--- src/design/status_consts.svh ---
// constants for the spi status word reporter
// Function
// - Every SPI frame shifts the status word out on the data output.
// - Command bits 01 (write) return the fixed byte then the extended byte.
// - Command bits 00 or 11 (read) return only the fixed status byte.
// - Bit 15 set while latched interrupt source flags wait to be read.
// - Bit 14 set while latched wake-up source flags wait to be read.
// - Bit 13 set while latched reset source flags wait to be read.
// - Bit 12 flags a CAN source, local side or bus side.
// - Bit 11 flags a source on the first or second LIN interface.
// - Bit 10 flags a source on the I/O interfaces.
// - Bit 9 flags a safe-state source.
// - Bit 8 flags a regulator or voltage monitoring source.
// - Bit 7 flags CAN bus side, bit 6 CAN local side.
// - Bit 5 flags the second LIN interface, bit 4 the first.
// - Bit 3 flags I/O high sub-address, bit 2 I/O low sub-address.
// - Bit 1 flags regulator high sub-address, bit 0 regulator low sub-address.
// - Latched flags clear only after an SPI read and once the failure recovered.
`ifndef STATUS_CONSTS_SVH
`define STATUS_CONSTS_SVH

// frame and command field
`define FRAME_BITS 5'h10
`define CMD_BITS 5'h02
`define FIXED_BITS 5'h08
`define CMD_WRITE 2'h1
`define ADDR_MSB 13
`define ADDR_LSB 9
`define SUB_BIT 7

// flag register addresses decoded from a read frame
`define ADDR_SUPPLY 5'h0F
`define ADDR_CAN 5'h10
`define ADDR_IO 5'h11
`define ADDR_SAFE 5'h12
`define ADDR_LIN_FIRST 5'h13
`define ADDR_LIN_SECOND 5'h14

// source index, also the detail bit position for 0..7
`define SRC_N 9
`define SRC_SUPPLY_LO 0
`define SRC_SUPPLY_HI 1
`define SRC_IO_LO 2
`define SRC_IO_HI 3
`define SRC_LIN_FIRST 4
`define SRC_LIN_SECOND 5
`define SRC_CAN_LOCALSIDE_SRC 6
`define SRC_CAN_BUS 7
`define SRC_SAFE 8

// status word bit positions
`define BIT_IRQ 15
`define BIT_WAKE 14
`define BIT_RST 13
`define BIT_CAN_G 12
`define BIT_LIN_G 11
`define BIT_IO_G 10
`define BIT_SAFE_G 9
`define BIT_SUPPLY_G 8

`define STATUS_RESET 16'h0000

`endif

--- src/design/status_pkg.sv ---
// types shared by the spi status word reporter
package status_pkg;

  // per source event pulses or levels, one bit per source index
  typedef struct packed {
    logic [8:0] irq;
    logic [8:0] wake;
    logic [8:0] rst;
  } src_set_s;

  typedef enum logic [1:0] {
    ST_IDLE = 2'h0,
    ST_SHIFT = 2'h1,
    ST_DONE = 2'h3
  } frame_state_e;

endpackage

--- src/design/spi_status_word_reporter.sv ---
// spi slave that shifts the fixed and extended status word out
`include "status_consts.svh"

module spi_status_word_reporter (
  // clock and reset
  input wire logic MCLK,
  input wire logic RST_B,
  // spi pins, asynchronous to MCLK
  input wire logic SCLK,
  input wire logic CS_B,
  input wire logic MOSI,
  output logic MISO_O,
  output logic MISO_OE,
  // flag sources from the device, on MCLK
  input wire status_pkg::src_set_s SRC_SET,
  input wire status_pkg::src_set_s SRC_ACTIVE,
  // observation
  output logic [15:0] STATUS_WORD,
  output logic [8:0] FLAG_CLEAR
);

  import status_pkg::*;

  logic sclk_s;
  logic cs_b_s;
  logic mosi_s;
  logic sclk_d_reg;
  logic cs_b_d_reg;
  logic sclk_rise;
  logic sclk_fall;
  logic cs_fall;
  logic cs_rise;

  // each pin passes two flops before any logic reads it
  sync2 #(
    .WIDTH(1)
  ) u_sclk_sync (
    .clk(MCLK),
    .rst_b(RST_B),
    .d(SCLK),
    .q(sclk_s)
  );

  sync2 #(
    .WIDTH(1)
  ) u_cs_sync (
    .clk(MCLK),
    .rst_b(RST_B),
    .d(CS_B),
    .q(cs_b_s)
  );

  sync2 #(
    .WIDTH(1)
  ) u_mosi_sync (
    .clk(MCLK),
    .rst_b(RST_B),
    .d(MOSI),
    .q(mosi_s)
  );

  always_ff @(posedge MCLK) begin
    if (!RST_B) begin
      sclk_d_reg <= 1'b0;
      // matches the synchroniser's zero reset, else the first edge after
      // reset would look like a select fall and open a false frame
      cs_b_d_reg <= 1'b0;
    end else begin
      sclk_d_reg <= sclk_s;
      cs_b_d_reg <= cs_b_s;
    end
  end

  assign sclk_rise = sclk_s & ~sclk_d_reg;
  assign sclk_fall = ~sclk_s & sclk_d_reg;
  assign cs_fall = cs_b_d_reg & ~cs_b_s;
  assign cs_rise = ~cs_b_d_reg & cs_b_s;

  // latched source flags, one bank per kind of event
  logic [8:0] irq_pend;
  logic [8:0] wake_pend;
  logic [8:0] rst_pend;
  logic [8:0] clr_reg;
  logic [8:0] clr_next;

  // a read clears the named sources in all three banks at once
  src_latch #(
    .WIDTH(`SRC_N)
  ) u_irq_latch (
    .clk(MCLK),
    .rst_b(RST_B),
    .set(SRC_SET.irq),
    .active(SRC_ACTIVE.irq),
    .clr(clr_reg),
    .pending(irq_pend)
  );

  src_latch #(
    .WIDTH(`SRC_N)
  ) u_wake_latch (
    .clk(MCLK),
    .rst_b(RST_B),
    .set(SRC_SET.wake),
    .active(SRC_ACTIVE.wake),
    .clr(clr_reg),
    .pending(wake_pend)
  );

  src_latch #(
    .WIDTH(`SRC_N)
  ) u_rst_latch (
    .clk(MCLK),
    .rst_b(RST_B),
    .set(SRC_SET.rst),
    .active(SRC_ACTIVE.rst),
    .clr(clr_reg),
    .pending(rst_pend)
  );

  // status word, rebuilt every cycle from the pending flags
  logic [8:0] any_pend;
  logic [15:0] status_reg;
  logic [15:0] status_next;

  // detail bits do not care which bank set them
  assign any_pend = irq_pend | wake_pend | rst_pend;

  always_comb begin
    status_next = `STATUS_RESET;
    status_next[`BIT_IRQ] = |irq_pend;
    status_next[`BIT_WAKE] = |wake_pend;
    status_next[`BIT_RST] = |rst_pend;
    status_next[`BIT_CAN_G] = any_pend[`SRC_CAN_BUS] | any_pend[`SRC_CAN_LOCALSIDE_SRC];
    status_next[`BIT_LIN_G] = any_pend[`SRC_LIN_SECOND] | any_pend[`SRC_LIN_FIRST];
    status_next[`BIT_IO_G] = any_pend[`SRC_IO_HI] | any_pend[`SRC_IO_LO];
    status_next[`BIT_SAFE_G] = any_pend[`SRC_SAFE];
    status_next[`BIT_SUPPLY_G] = any_pend[`SRC_SUPPLY_HI] | any_pend[`SRC_SUPPLY_LO];
    status_next[`SRC_CAN_BUS] = any_pend[`SRC_CAN_BUS];
    status_next[`SRC_CAN_LOCALSIDE_SRC] = any_pend[`SRC_CAN_LOCALSIDE_SRC];
    status_next[`SRC_LIN_SECOND] = any_pend[`SRC_LIN_SECOND];
    status_next[`SRC_LIN_FIRST] = any_pend[`SRC_LIN_FIRST];
    status_next[`SRC_IO_HI] = any_pend[`SRC_IO_HI];
    status_next[`SRC_IO_LO] = any_pend[`SRC_IO_LO];
    status_next[`SRC_SUPPLY_HI] = any_pend[`SRC_SUPPLY_HI];
    status_next[`SRC_SUPPLY_LO] = any_pend[`SRC_SUPPLY_LO];
  end

  // registered so the word cannot glitch while it is snapshotted
  always_ff @(posedge MCLK) begin
    if (!RST_B) begin
      status_reg <= `STATUS_RESET;
    end else begin
      status_reg <= status_next;
    end
  end

  // frame engine: mode 0, data sampled on rising sclk, shifted on falling
  frame_state_e state_reg;
  frame_state_e state_next;
  logic [15:0] word_reg;
  logic [15:0] word_next;
  logic [15:0] rx_reg;
  logic [15:0] rx_next;
  logic [4:0] rx_cnt_reg;
  logic [4:0] rx_cnt_next;
  logic [4:0] tx_cnt_reg;
  logic [4:0] tx_cnt_next;
  logic [1:0] cmd_reg;
  logic [1:0] cmd_next;
  logic miso_reg;
  logic miso_next;
  logic oe_reg;
  logic oe_next;
  logic [4:0] tx_idx;
  logic [4:0] addr;
  logic sub_hi;
  logic is_write;

  // index of the bit that the coming falling edge puts out
  assign tx_idx = tx_cnt_reg + 5'h01;
  assign addr = rx_reg[`ADDR_MSB:`ADDR_LSB];
  assign sub_hi = rx_reg[`SUB_BIT];
  assign is_write = (cmd_reg == `CMD_WRITE);

  // decode of which source flags a completed read frame has read
  function automatic logic [8:0] read_mask(input logic [4:0] a, input logic hi);
    logic [8:0] m;
    m = 9'h000;
    case (a)
      `ADDR_CAN: begin
        m[`SRC_CAN_BUS] = 1'b1;
        m[`SRC_CAN_LOCALSIDE_SRC] = 1'b1;
      end
      `ADDR_LIN_FIRST: m[`SRC_LIN_FIRST] = 1'b1;
      `ADDR_LIN_SECOND: m[`SRC_LIN_SECOND] = 1'b1;
      `ADDR_IO: m[hi ? `SRC_IO_HI : `SRC_IO_LO] = 1'b1;
      `ADDR_SUPPLY: m[hi ? `SRC_SUPPLY_HI : `SRC_SUPPLY_LO] = 1'b1;
      `ADDR_SAFE: m[`SRC_SAFE] = 1'b1;
      default: m = 9'h000;
    endcase
    return m;
  endfunction

  always_comb begin
    state_next = state_reg;
    word_next = word_reg;
    rx_next = rx_reg;
    rx_cnt_next = rx_cnt_reg;
    tx_cnt_next = tx_cnt_reg;
    cmd_next = cmd_reg;
    miso_next = miso_reg;
    oe_next = oe_reg;
    clr_next = 9'h000;
    case (state_reg)
      ST_IDLE: begin
        if (cs_fall) begin
          // snapshot so the word holds steady through the frame
          word_next = status_reg;
          miso_next = status_reg[15];
          oe_next = 1'b1;
          rx_next = 16'h0000;
          rx_cnt_next = 5'h00;
          tx_cnt_next = 5'h00;
          cmd_next = 2'h0;
          state_next = ST_SHIFT;
        end
      end
      ST_SHIFT: begin
        if (cs_rise) begin
          oe_next = 1'b0;
          miso_next = 1'b0;
          state_next = ST_DONE;
        end else begin
          if (sclk_rise) begin
            rx_next = {rx_reg[14:0], mosi_s};
            // counts saturate so an overlong frame never wraps to a legal length
            if (rx_cnt_reg != 5'h1F) begin
              rx_cnt_next = rx_cnt_reg + 5'h01;
            end
            // command known after two rises, long before the extended byte starts
            if (rx_cnt_reg == (`CMD_BITS - 5'h01)) begin
              cmd_next = {rx_reg[0], mosi_s};
            end
          end
          if (sclk_fall) begin
            if (tx_cnt_reg != 5'h1F) begin
              tx_cnt_next = tx_idx;
            end
            // extended byte only for write frames, read frames pad with zero
            if (tx_idx < `FIXED_BITS) begin
              miso_next = word_reg[4'hF - tx_idx[3:0]];
            end else if (tx_idx < `FRAME_BITS && is_write) begin
              miso_next = word_reg[4'hF - tx_idx[3:0]];
            end else begin
              miso_next = 1'b0;
            end
          end
        end
      end
      ST_DONE: begin
        // short or long frames are discarded and clear nothing
        if (rx_cnt_reg == `FRAME_BITS && !is_write) begin
          clr_next = read_mask(addr, sub_hi);
        end
        state_next = ST_IDLE;
      end
      default: begin
        oe_next = 1'b0;
        miso_next = 1'b0;
        state_next = ST_IDLE;
      end
    endcase
  end

  always_ff @(posedge MCLK) begin
    if (!RST_B) begin
      state_reg <= ST_IDLE;
      word_reg <= `STATUS_RESET;
      rx_reg <= 16'h0000;
      rx_cnt_reg <= 5'h00;
      tx_cnt_reg <= 5'h00;
      cmd_reg <= 2'h0;
      miso_reg <= 1'b0;
      oe_reg <= 1'b0;
      clr_reg <= 9'h000;
    end else begin
      state_reg <= state_next;
      word_reg <= word_next;
      rx_reg <= rx_next;
      rx_cnt_reg <= rx_cnt_next;
      tx_cnt_reg <= tx_cnt_next;
      cmd_reg <= cmd_next;
      miso_reg <= miso_next;
      oe_reg <= oe_next;
      clr_reg <= clr_next;
    end
  end

  // miso held low while disabled, so a stale bit never reaches the line
  assign MISO_O = miso_reg;
  assign MISO_OE = oe_reg;
  assign STATUS_WORD = status_reg;
  assign FLAG_CLEAR = clr_reg;

endmodule

--- src/design/src_latch.sv ---
// sticky source flags, cleared by a flag read once the failure is gone
module src_latch #(
  parameter int WIDTH = 9
) (
  // clock and reset
  input wire logic clk,
  input wire logic rst_b,
  // control
  input wire logic [WIDTH-1:0] set,
  input wire logic [WIDTH-1:0] active,
  input wire logic [WIDTH-1:0] clr,
  // state
  output logic [WIDTH-1:0] pending
);

  logic [WIDTH-1:0] flag_reg;
  logic [WIDTH-1:0] flag_next;

  // set wins over a clear in the same cycle
  always_comb begin
    flag_next = set | (flag_reg & ~(clr & ~active));
  end

  always_ff @(posedge clk) begin
    if (!rst_b) begin
      flag_reg <= '0;
    end else begin
      flag_reg <= flag_next;
    end
  end

  assign pending = flag_reg;

endmodule

--- src/design/sync2.sv ---
// two flip-flop synchroniser for asynchronous pins
module sync2 #(
  parameter int WIDTH = 1
) (
  // clock and reset
  input wire logic clk,
  input wire logic rst_b,
  // data
  input wire logic [WIDTH-1:0] d,
  output logic [WIDTH-1:0] q
);

  logic [WIDTH-1:0] meta_reg;
  logic [WIDTH-1:0] q_reg;

  always_ff @(posedge clk) begin
    if (!rst_b) begin
      meta_reg <= '0;
      q_reg <= '0;
    end else begin
      meta_reg <= d;
      q_reg <= meta_reg;
    end
  end

  assign q = q_reg;

endmodule

--- config.mk ---
export PLATFORM = sky130hd
export DESIGN_NAME = spi_status_word_reporter
export DESIGN_NICKNAME = d
export VERILOG_FILES = /design/src/design/status_pkg.sv /design/src/design/spi_status_word_reporter.sv /design/src/design/src_latch.sv /design/src/design/sync2.sv
export VERILOG_INCLUDE_DIRS = /design/src /design/src/design
export SDC_FILE = /design/constraint.sdc
export NUM_CORES = 1
export LEC_CHECK = 0
export BUFFER_PORTS_ARGS = -buffer_cell sky130_fd_sc_hd__buf_2
export CAP_MARGIN = 20
export CORE_MARGIN = 2
export CORE_UTILIZATION = 35
export CTS_CLUSTER_DIAMETER = 40
export CTS_CLUSTER_SIZE = 20
export DETAILED_ROUTE_END_ITERATION = 8
export SLEW_MARGIN = 40
export SYNTH_ARGS = -nofsm -noshare
export SYNTH_HDL_FRONTEND = slang
export SYNTH_SLANG_ARGS = --single-unit
--- constraint.sdc ---
create_clock -name MCLK -period 5.2 [get_ports MCLK]
set_input_delay 0.26 -clock MCLK [delete_from_list [all_inputs] [get_ports MCLK]]
set_output_delay 0.26 -clock MCLK [all_outputs]
set_load 0.02 [all_outputs]
==> summary.txt, run 1 <==
GRT
  – Total Routing Usage GR: 0.158
  – Vias in the first global route: ~3500
  – First-pass GRT wire length: 16200 µm
  – Gr ovfl total: 0
  – Largest net degree at the start of global routing: 51
  – Initial antenna violation count: 0

Clock tree
  – Total clock sinks: about 110
  – CTS tree: built
  – Clk_lat worst skew: approximately 0.34 ns
  – Maximum clock path buffer count: 2
  – H-tree depth: 3
  – Clock Pin Slew Worst Setup and Hold Paths: 0.07 ns
  – Hold Buf Count CTS: 0
  – CTS resizes: 0
  – CTS root buffer: clkbuf_16
  – Post-CTS Setup Repair Bufs: 0
  – Num CTS Buffers: 9

STA
  – RSZ-0062 raised after global routing: false
  – Setup TNS: 0 ns
  – Period utilization: 0.466
  – Slew @ Worst Pin: ~0.83 ns
  – Clk_skew: about 0.0082 ns
  – Fin. max-slew vios: 0
  – Setup violators final: 0
  – Final Hold Fails: 0
  – Final Critical Period: about 2.4 ns
  – Slew margin rel.: 0.447
  – Maximum clock rate: between 400 and 500 MHz

Layout
  – Filler Cell Count: ~1200
  – Post-route cell area: 0.00495 mm²
  – Non-Filler Instances: 694
  – Commonest non-fill, non-tap cell in the layout: dfxtp_1
  – Layout cells sized above 1: 0.214
  – Area growth, synth to finish: 20.6%
  – Final net count: between 600 and 700
  – Inserted Diodes: 0
  – Most frequent cells in the layout: 105 x dfxtp_1, 85 x buf_2, 72 x a21oi_1, 60 x nor2_1, 44 x nand2_1

Flow run
  – Max-cap violations: 0

Worst setup path
  – Worst EP arrival: ~2.6 ns
  – Crit Path Max Fanout: 26
  – Worst setup EP type: flip-flop
  – Required time of the critical path: ~5.4 ns
  – Startpoint Class: flip-flop
  – Setup CP Type: flip-flop to flip-flop

Synthesis
  – Mapped Nets: 536
  – Synth warnings: 0
  – Post-Syn Instances: 471
  – Synth Area per Inst: a little under 9 µm²
  – Netlist cell types: 44
  – #FFs+latches synth: roughly 110
  – Asr flop ratio synth: 0
  – Post-synth EDFFs: 0
  – Cell area after synthesis: about 0.0041 mm²
  – Sequential share of the synthesized area: 0.512
  – Synth Flop Type: dfxtp_1

Drt
  – DRT Pass-1 Iters: 4
  – DR vias: between 3000 and 4000
  – ANT nets after route: 0
  – Wire per inst: approximately 14 µm
  – Drt via density: 5.07
  – Initial DRC count: around 150
  – DRC viols: 0
  – WL final: between 9000 and 10000 µm

Die
  – Die X: between 100 and 150 µm
  – Starting Density: 0.360
  – CORE AREA: between 0.01 and 0.015 mm²
  – IO Pins: 86
  – Placement Rows: 39
  – Die H: 112 µm
  – Die footprint: about 0.013 mm²

Power
  – Leakage: between 0.0015 and 0.002 µW
  – Power Dens Cells: ~340 mW/mm²
  – VDD IR max: roughly 0.24 mV

Run status
  – Status: finished, final reports clean

Placement
  – Port Buf Inserts: 85
  – Gpl congestion: 0.822
  – DP Area: around 0.0046 mm²
  – Post-DP HPWL: between 7000 and 8000 µm
  – Number of placed cells counting well taps: a little under 700

Hold path
  – Hold Path Class: input pin to flip-flop
power by group:
part,total [µW],internal [µW],switching [µW]
combinational,115,49.1,65.6
clock,731,437,294
sequential,861,835,25.7
total,1710,1320,386
worst max-delay path, cell delays in order (launching register included):
cell and delay (ns):
dfxtp_1 0.55, or4b_1 0.97, o21ai_2 0.22, o21ai_0 0.23, o21ai_0 0.23, a21oi_1 0.08
metrics by stage:
step	utilization	total power, µW	hold WS, ns	setup WS [ns]
after floorplan	-	940	0.377	3.21
after detailed placement	0.405	995	0.420	2.82
after global routing	0.433	1770	0.116	2.54
after global placement	0.405	993	0.422	2.86
final	0.433	1710	0.126	2.78
after CTS	0.433	1720	0.114	2.80
metal layers:
layer  wire length [µm]  global-route usage  up-vias
met4                136              0.0512        0
met1               4540               0.204     1682
li1                   -                   -     1767
met5                  0                   0        -
met3                331              0.0319       10
met2               4660               0.266       61
cell type report:
class | count | area [µm²] | area share
inverter | 7 | 26.3 | 0.00531
clock inverter | 6 | 87.6 | 0.0177
clock buffer | 10 | 239 | 0.0483
tap | 143 | 179 | 0.0361
multi-input combinational | 334 | 1860 | 0.376
timing repair buffer | 89 | 455 | 0.0920
sequential | 105 | 2100 | 0.425
final timing paths:
check / from / end / slack (ns) / depth (start not counted)
max reg2reg: state_reg[1] / tx_cnt_reg[2] / 2.78 / 5
max: state_reg[1] / tx_cnt_reg[2] / 2.78 / 5
min reg2reg: u_sclk_sync.meta_reg / u_sclk_sync.q / 0.43 / 1
min: SRC_SET[19] / u_irq_latch.pending[1] / 0.13 / 3
cell families after synthesis:
kind of cell	share of synthesized area
and+or+nand+nor	0.252
AOI/OAI and AO/OA	0.144
DFF	0.512
buffers and inverters	0.0347
muxes	0.0262
xor gates and xnor gates	0.0128
adders and majority gates	0.0183
cells in the mapped netlist, types with 6 or more instances:
| cell type | number | area, µm² |
|---|---|---|
| inv_1 | 7 | 26.3 |
| a31oi_1 | 6 | 37.5 |
| ha_1 | 6 | 75.1 |
| nor2_1 | 60 | 225 |
| nor3_1 | 19 | 95.1 |
| and2_1 | 9 | 56.3 |
| nand2b_1 | 31 | 194 |
| nand3_1 | 15 | 75.1 |
| a21oi_1 | 72 | 360 |
| clkbuf_1 | 16 | 60.1 |
| o21ai_0 | 19 | 95.1 |
| nand2_1 | 44 | 165 |
| dfxtp_1 | 105 | 2100 |
Power figures use the tool's default switching activity.
==> run 2, diff against run 1 <==
==> constraint.sdc (replaced) <==
create_clock -name MCLK -period 2.1 [get_ports MCLK]
set_input_delay 0.105 -clock MCLK [delete_from_list [all_inputs] [get_ports MCLK]]
set_output_delay 0.105 -clock MCLK [all_outputs]
set_load 0.02 [all_outputs]
==> run 2 against run 1 <==
Fmax up 25%. Worst setup slack worse by 2.6 ns. Highest routed layer unchanged. Sequential share of layout area decreased by 2.7 points. Critical path depth is the same. Design area is 6.8% higher.
==> summary.txt, run 2 (synthesis gave the netlist of run 1 again) <==
Hold path
  – Hold Crit Start: SRC_ACTIVE[19] (was SRC_SET[19])
  – Hold depth: 4 (was 3)
  – Hold Path Class: input pin to flip-flop (unchanged)
  – Hold endpoint: u_irq_latch.pending[1] (unchanged)

STA
  – Slew @ Worst Pin: 0.608 ns (was 0.826 ns)
  – Final Hold Fails: 0 (unchanged)
  – Slew margin rel.: 0.594 (was 0.447)
  – Post-route setup slack: 0.160 ns (was 2.78 ns)
  – Maximum clock rate: 515 MHz (was 413 MHz)
  – RSZ-0062 raised after global routing: false (unchanged)
  – Fin. max-slew vios: 0 (unchanged)
  – Clk_skew: 0.00892 ns (was 0.00818 ns)
  – Setup TNS: 0 ns (unchanged)
  – Setup violators final: 0 (unchanged)
  – Period utilization: 0.924 (was 0.466)
  – Final Critical Period: 1.94 ns (was 2.42 ns)

Placement
  – Worst slack at placement: 0.168 ns (was 2.82 ns)
  – Post-DP HPWL: 7040 µm (was 7140 µm)
  – Port Buf Inserts: 85 (unchanged)
  – DP Area: 0.00470 mm² (was 0.00462 mm²)
  – Gpl congestion: 0.789 (was 0.822)

Clock tree
  – Num CTS Buffers: 9 (unchanged)
  – CTS root buffer: clkbuf_16 (unchanged)
  – Post-CTS Setup Repair Bufs: 0 (unchanged)
  – Clock Pin Slew Worst Setup and Hold Paths: 0.07 ns (about the same)
  – Maximum clock path buffer count: 2 (unchanged)
  – H-tree depth: 3 (unchanged)
  – Clk_lat worst skew: 0.35 ns (was 0.34 ns)
  – CTS tree: built (unchanged)
  – Total clock sinks: 105 (unchanged)

Worst setup path
  – Startpoint Class: flip-flop (unchanged)
  – R2R cell count: 5 (unchanged)
  – R2R setup slack: 0.16 ns (was 2.78 ns)
  – Slowest-stage cell, CP: or4b_2 (was or4b_1)
  – CP bufs+invs: 0 (unchanged)
  – Reg2reg end: cmd_reg[1] (was tx_cnt_reg[2])
  – Setup CP Type: flip-flop to flip-flop (unchanged)
  – Worst EP arrival: 2.17 ns (was 2.61 ns)
  – Required time of the critical path: 2.33 ns (was 5.39 ns)
  – CP cell instances: ha_1 -> or4b_2 -> a211oi_2 -> mux2i_1 -> nor2_1 (was or4b_1 -> o21ai_2 -> o21ai_0 -> o21ai_0 -> a21oi_1)
  – Critical path's top delay family: simple AND/OR/NAND/NOR gates (unchanged)
  – Crit Path Max Fanout: 5 (was 26)
  – Slowest stage delay, CP: 0.60 ns (was 0.97 ns)
  – Critical register-to-register path startpoint: rx_cnt_reg[0] (was state_reg[1])
  – Worst setup EP type: flip-flop (unchanged)

Layout
  – Filler Cell Count: 1136 (was 1169)
  – Commonest non-fill, non-tap cell in the layout: dfxtp_1 (unchanged)
  – Area growth, synth to finish: 28.7% (was 20.6%)
  – Inserted Diodes: 0 (unchanged)
  – Post-route cell area: 0.00529 mm² (was 0.00495 mm²)
  – Final net count: 649 (was 611)
  – Layout cells sized above 1: 0.216 (was 0.214)
  – Most frequent cells in the layout: 105 x dfxtp_1, 85 x buf_2, 72 x a21oi_1, 59 x nor2_1, 44 x nand2_1 (was 105 x dfxtp_1, 85 x buf_2, 72 x a21oi_1, 60 x nor2_1, 44 x nand2_1)

GRT
  – Total Routing Usage GR: 0.163 (was 0.158)
  – First-pass GRT wire length: 16700 µm (was 16200 µm)
  – Largest net degree at the start of global routing: 86 (was 51)
  – Initial antenna violation count: 0 (unchanged)
  – Gr ovfl total: 0 (unchanged)
  – Vias in the first global route: 3591 (was 3502)

Drt
  – WL final: 10100 µm (was 9670 µm)
  – DRT Pass-1 Iters: 4 (unchanged)
  – DR vias: 3634 (was 3520)
  – Initial DRC count: 208 (was 154)
  – Wire per inst: 13.8 µm (was 13.9 µm)
  – Drt via density: 4.96 (was 5.07)
  – DRC viols: 0 (unchanged)
  – ANT nets after route: 0 (unchanged)

Die
  – Starting Density: 0.360 (unchanged)
  – CORE AREA: 0.0114 mm² (unchanged)
  – Placement Rows: 39 (unchanged)
  – Die H: 112 µm (unchanged)
  – Die X: 112 µm (unchanged)
  – Die footprint: 0.0126 mm² (unchanged)
  – IO Pins: 86 (unchanged)

Flow run
  – Max-cap violations: 0 (unchanged)

Power
  – Power Dens Cells: 771 mW/mm² (was 345 mW/mm²)
  – Leakage: 0.00209 µW (was 0.00194 µW)
  – VDD IR max: 0.725 mV (was 0.237 mV)

Run status
  – Status: finished, final reports clean (unchanged)
[run 2: changes by cell type in the layout (fill, tap and decap cells not counted), sizes merged]
cell / change
buf: +8
clkinv: +1
dlygate4sd3: +30
bufinv: -2
inv: +1
[run 2: worst max-delay path by stage]
stage,cells after the start,slack [ns],end,startpoint
detailed placement,8,0.17,tx_cnt_reg[2],tx_cnt_reg[1]
global placement,8,0.25,tx_cnt_reg[2],tx_cnt_reg[0]
global route,8,0.01,tx_cnt_reg[2],tx_cnt_reg[1]
finish,5,0.16,cmd_reg[1],rx_cnt_reg[0]
floorplan,7,0.11,tx_cnt_reg[2],tx_cnt_reg[0]
CTS,8,0.15,tx_cnt_reg[2],tx_cnt_reg[1]
[run 2: area by class of cell]
type,instances,area [µm²],area share
Tap cell,143,179,0.0339
Timing Repair Buffer,127,828,0.157
Clock inverter,6,47.5,0.00900
Sequential cell,105,2100,0.398
Multi-Input combinational cell,334,1860,0.353
Inverter,7,26.3,0.00497
Clock buffer,10,239,0.0452
[run 2: report_power, final]
part / total [µW] / internal (µW) / switching [µW]
sequential: 2130 / 2070 / 61.5
clock: 1610 / 851 / 759
combinational: 337 / 163 / 174
[run 2: per-stage QoR]
step                      hold slack, ns  total power, µW  std cells   util
after floorplan                    0.222             2330        471      -
after global routing              0.0704             4230        732  0.463
after CTS                         0.0510             4110        732  0.463
final                             0.0608             4080        732  0.463
after global placement             0.311             2460        686  0.411
after detailed placement           0.316             2470        686  0.411
[run 2: repair_timing]
item / CTS / global route
endpoints found under the setup margin: 0 / 1
gates resized for setup: 0 / 1
hold buffers: 30 / 0
hold endpoints to repair: 30 / 0
[run 2: per-layer routing]
metal	part of all wire	global-route usage	vias up
met5	0	0	-
met2	0.47	0.272	76
met4	0.022	0.0715	0
met1	0.47	0.206	1704
li1	-	-	1836
met3	0.039	0.0335	18
[run 2: worst reg2reg max path, delay by kind of cell, from the launching register on]
| family | cells | cell delay (ns) |
|---|---|---|
| adder cells (fa/ha/maj) | 1 | 0.17 |
| flip-flops | 1 | 0.42 |
| multiplexers | 1 | 0.24 |
| AO/OA/AOI/OAI | 1 | 0.35 |
| AND/OR/NAND/NOR | 2 | 0.66 |
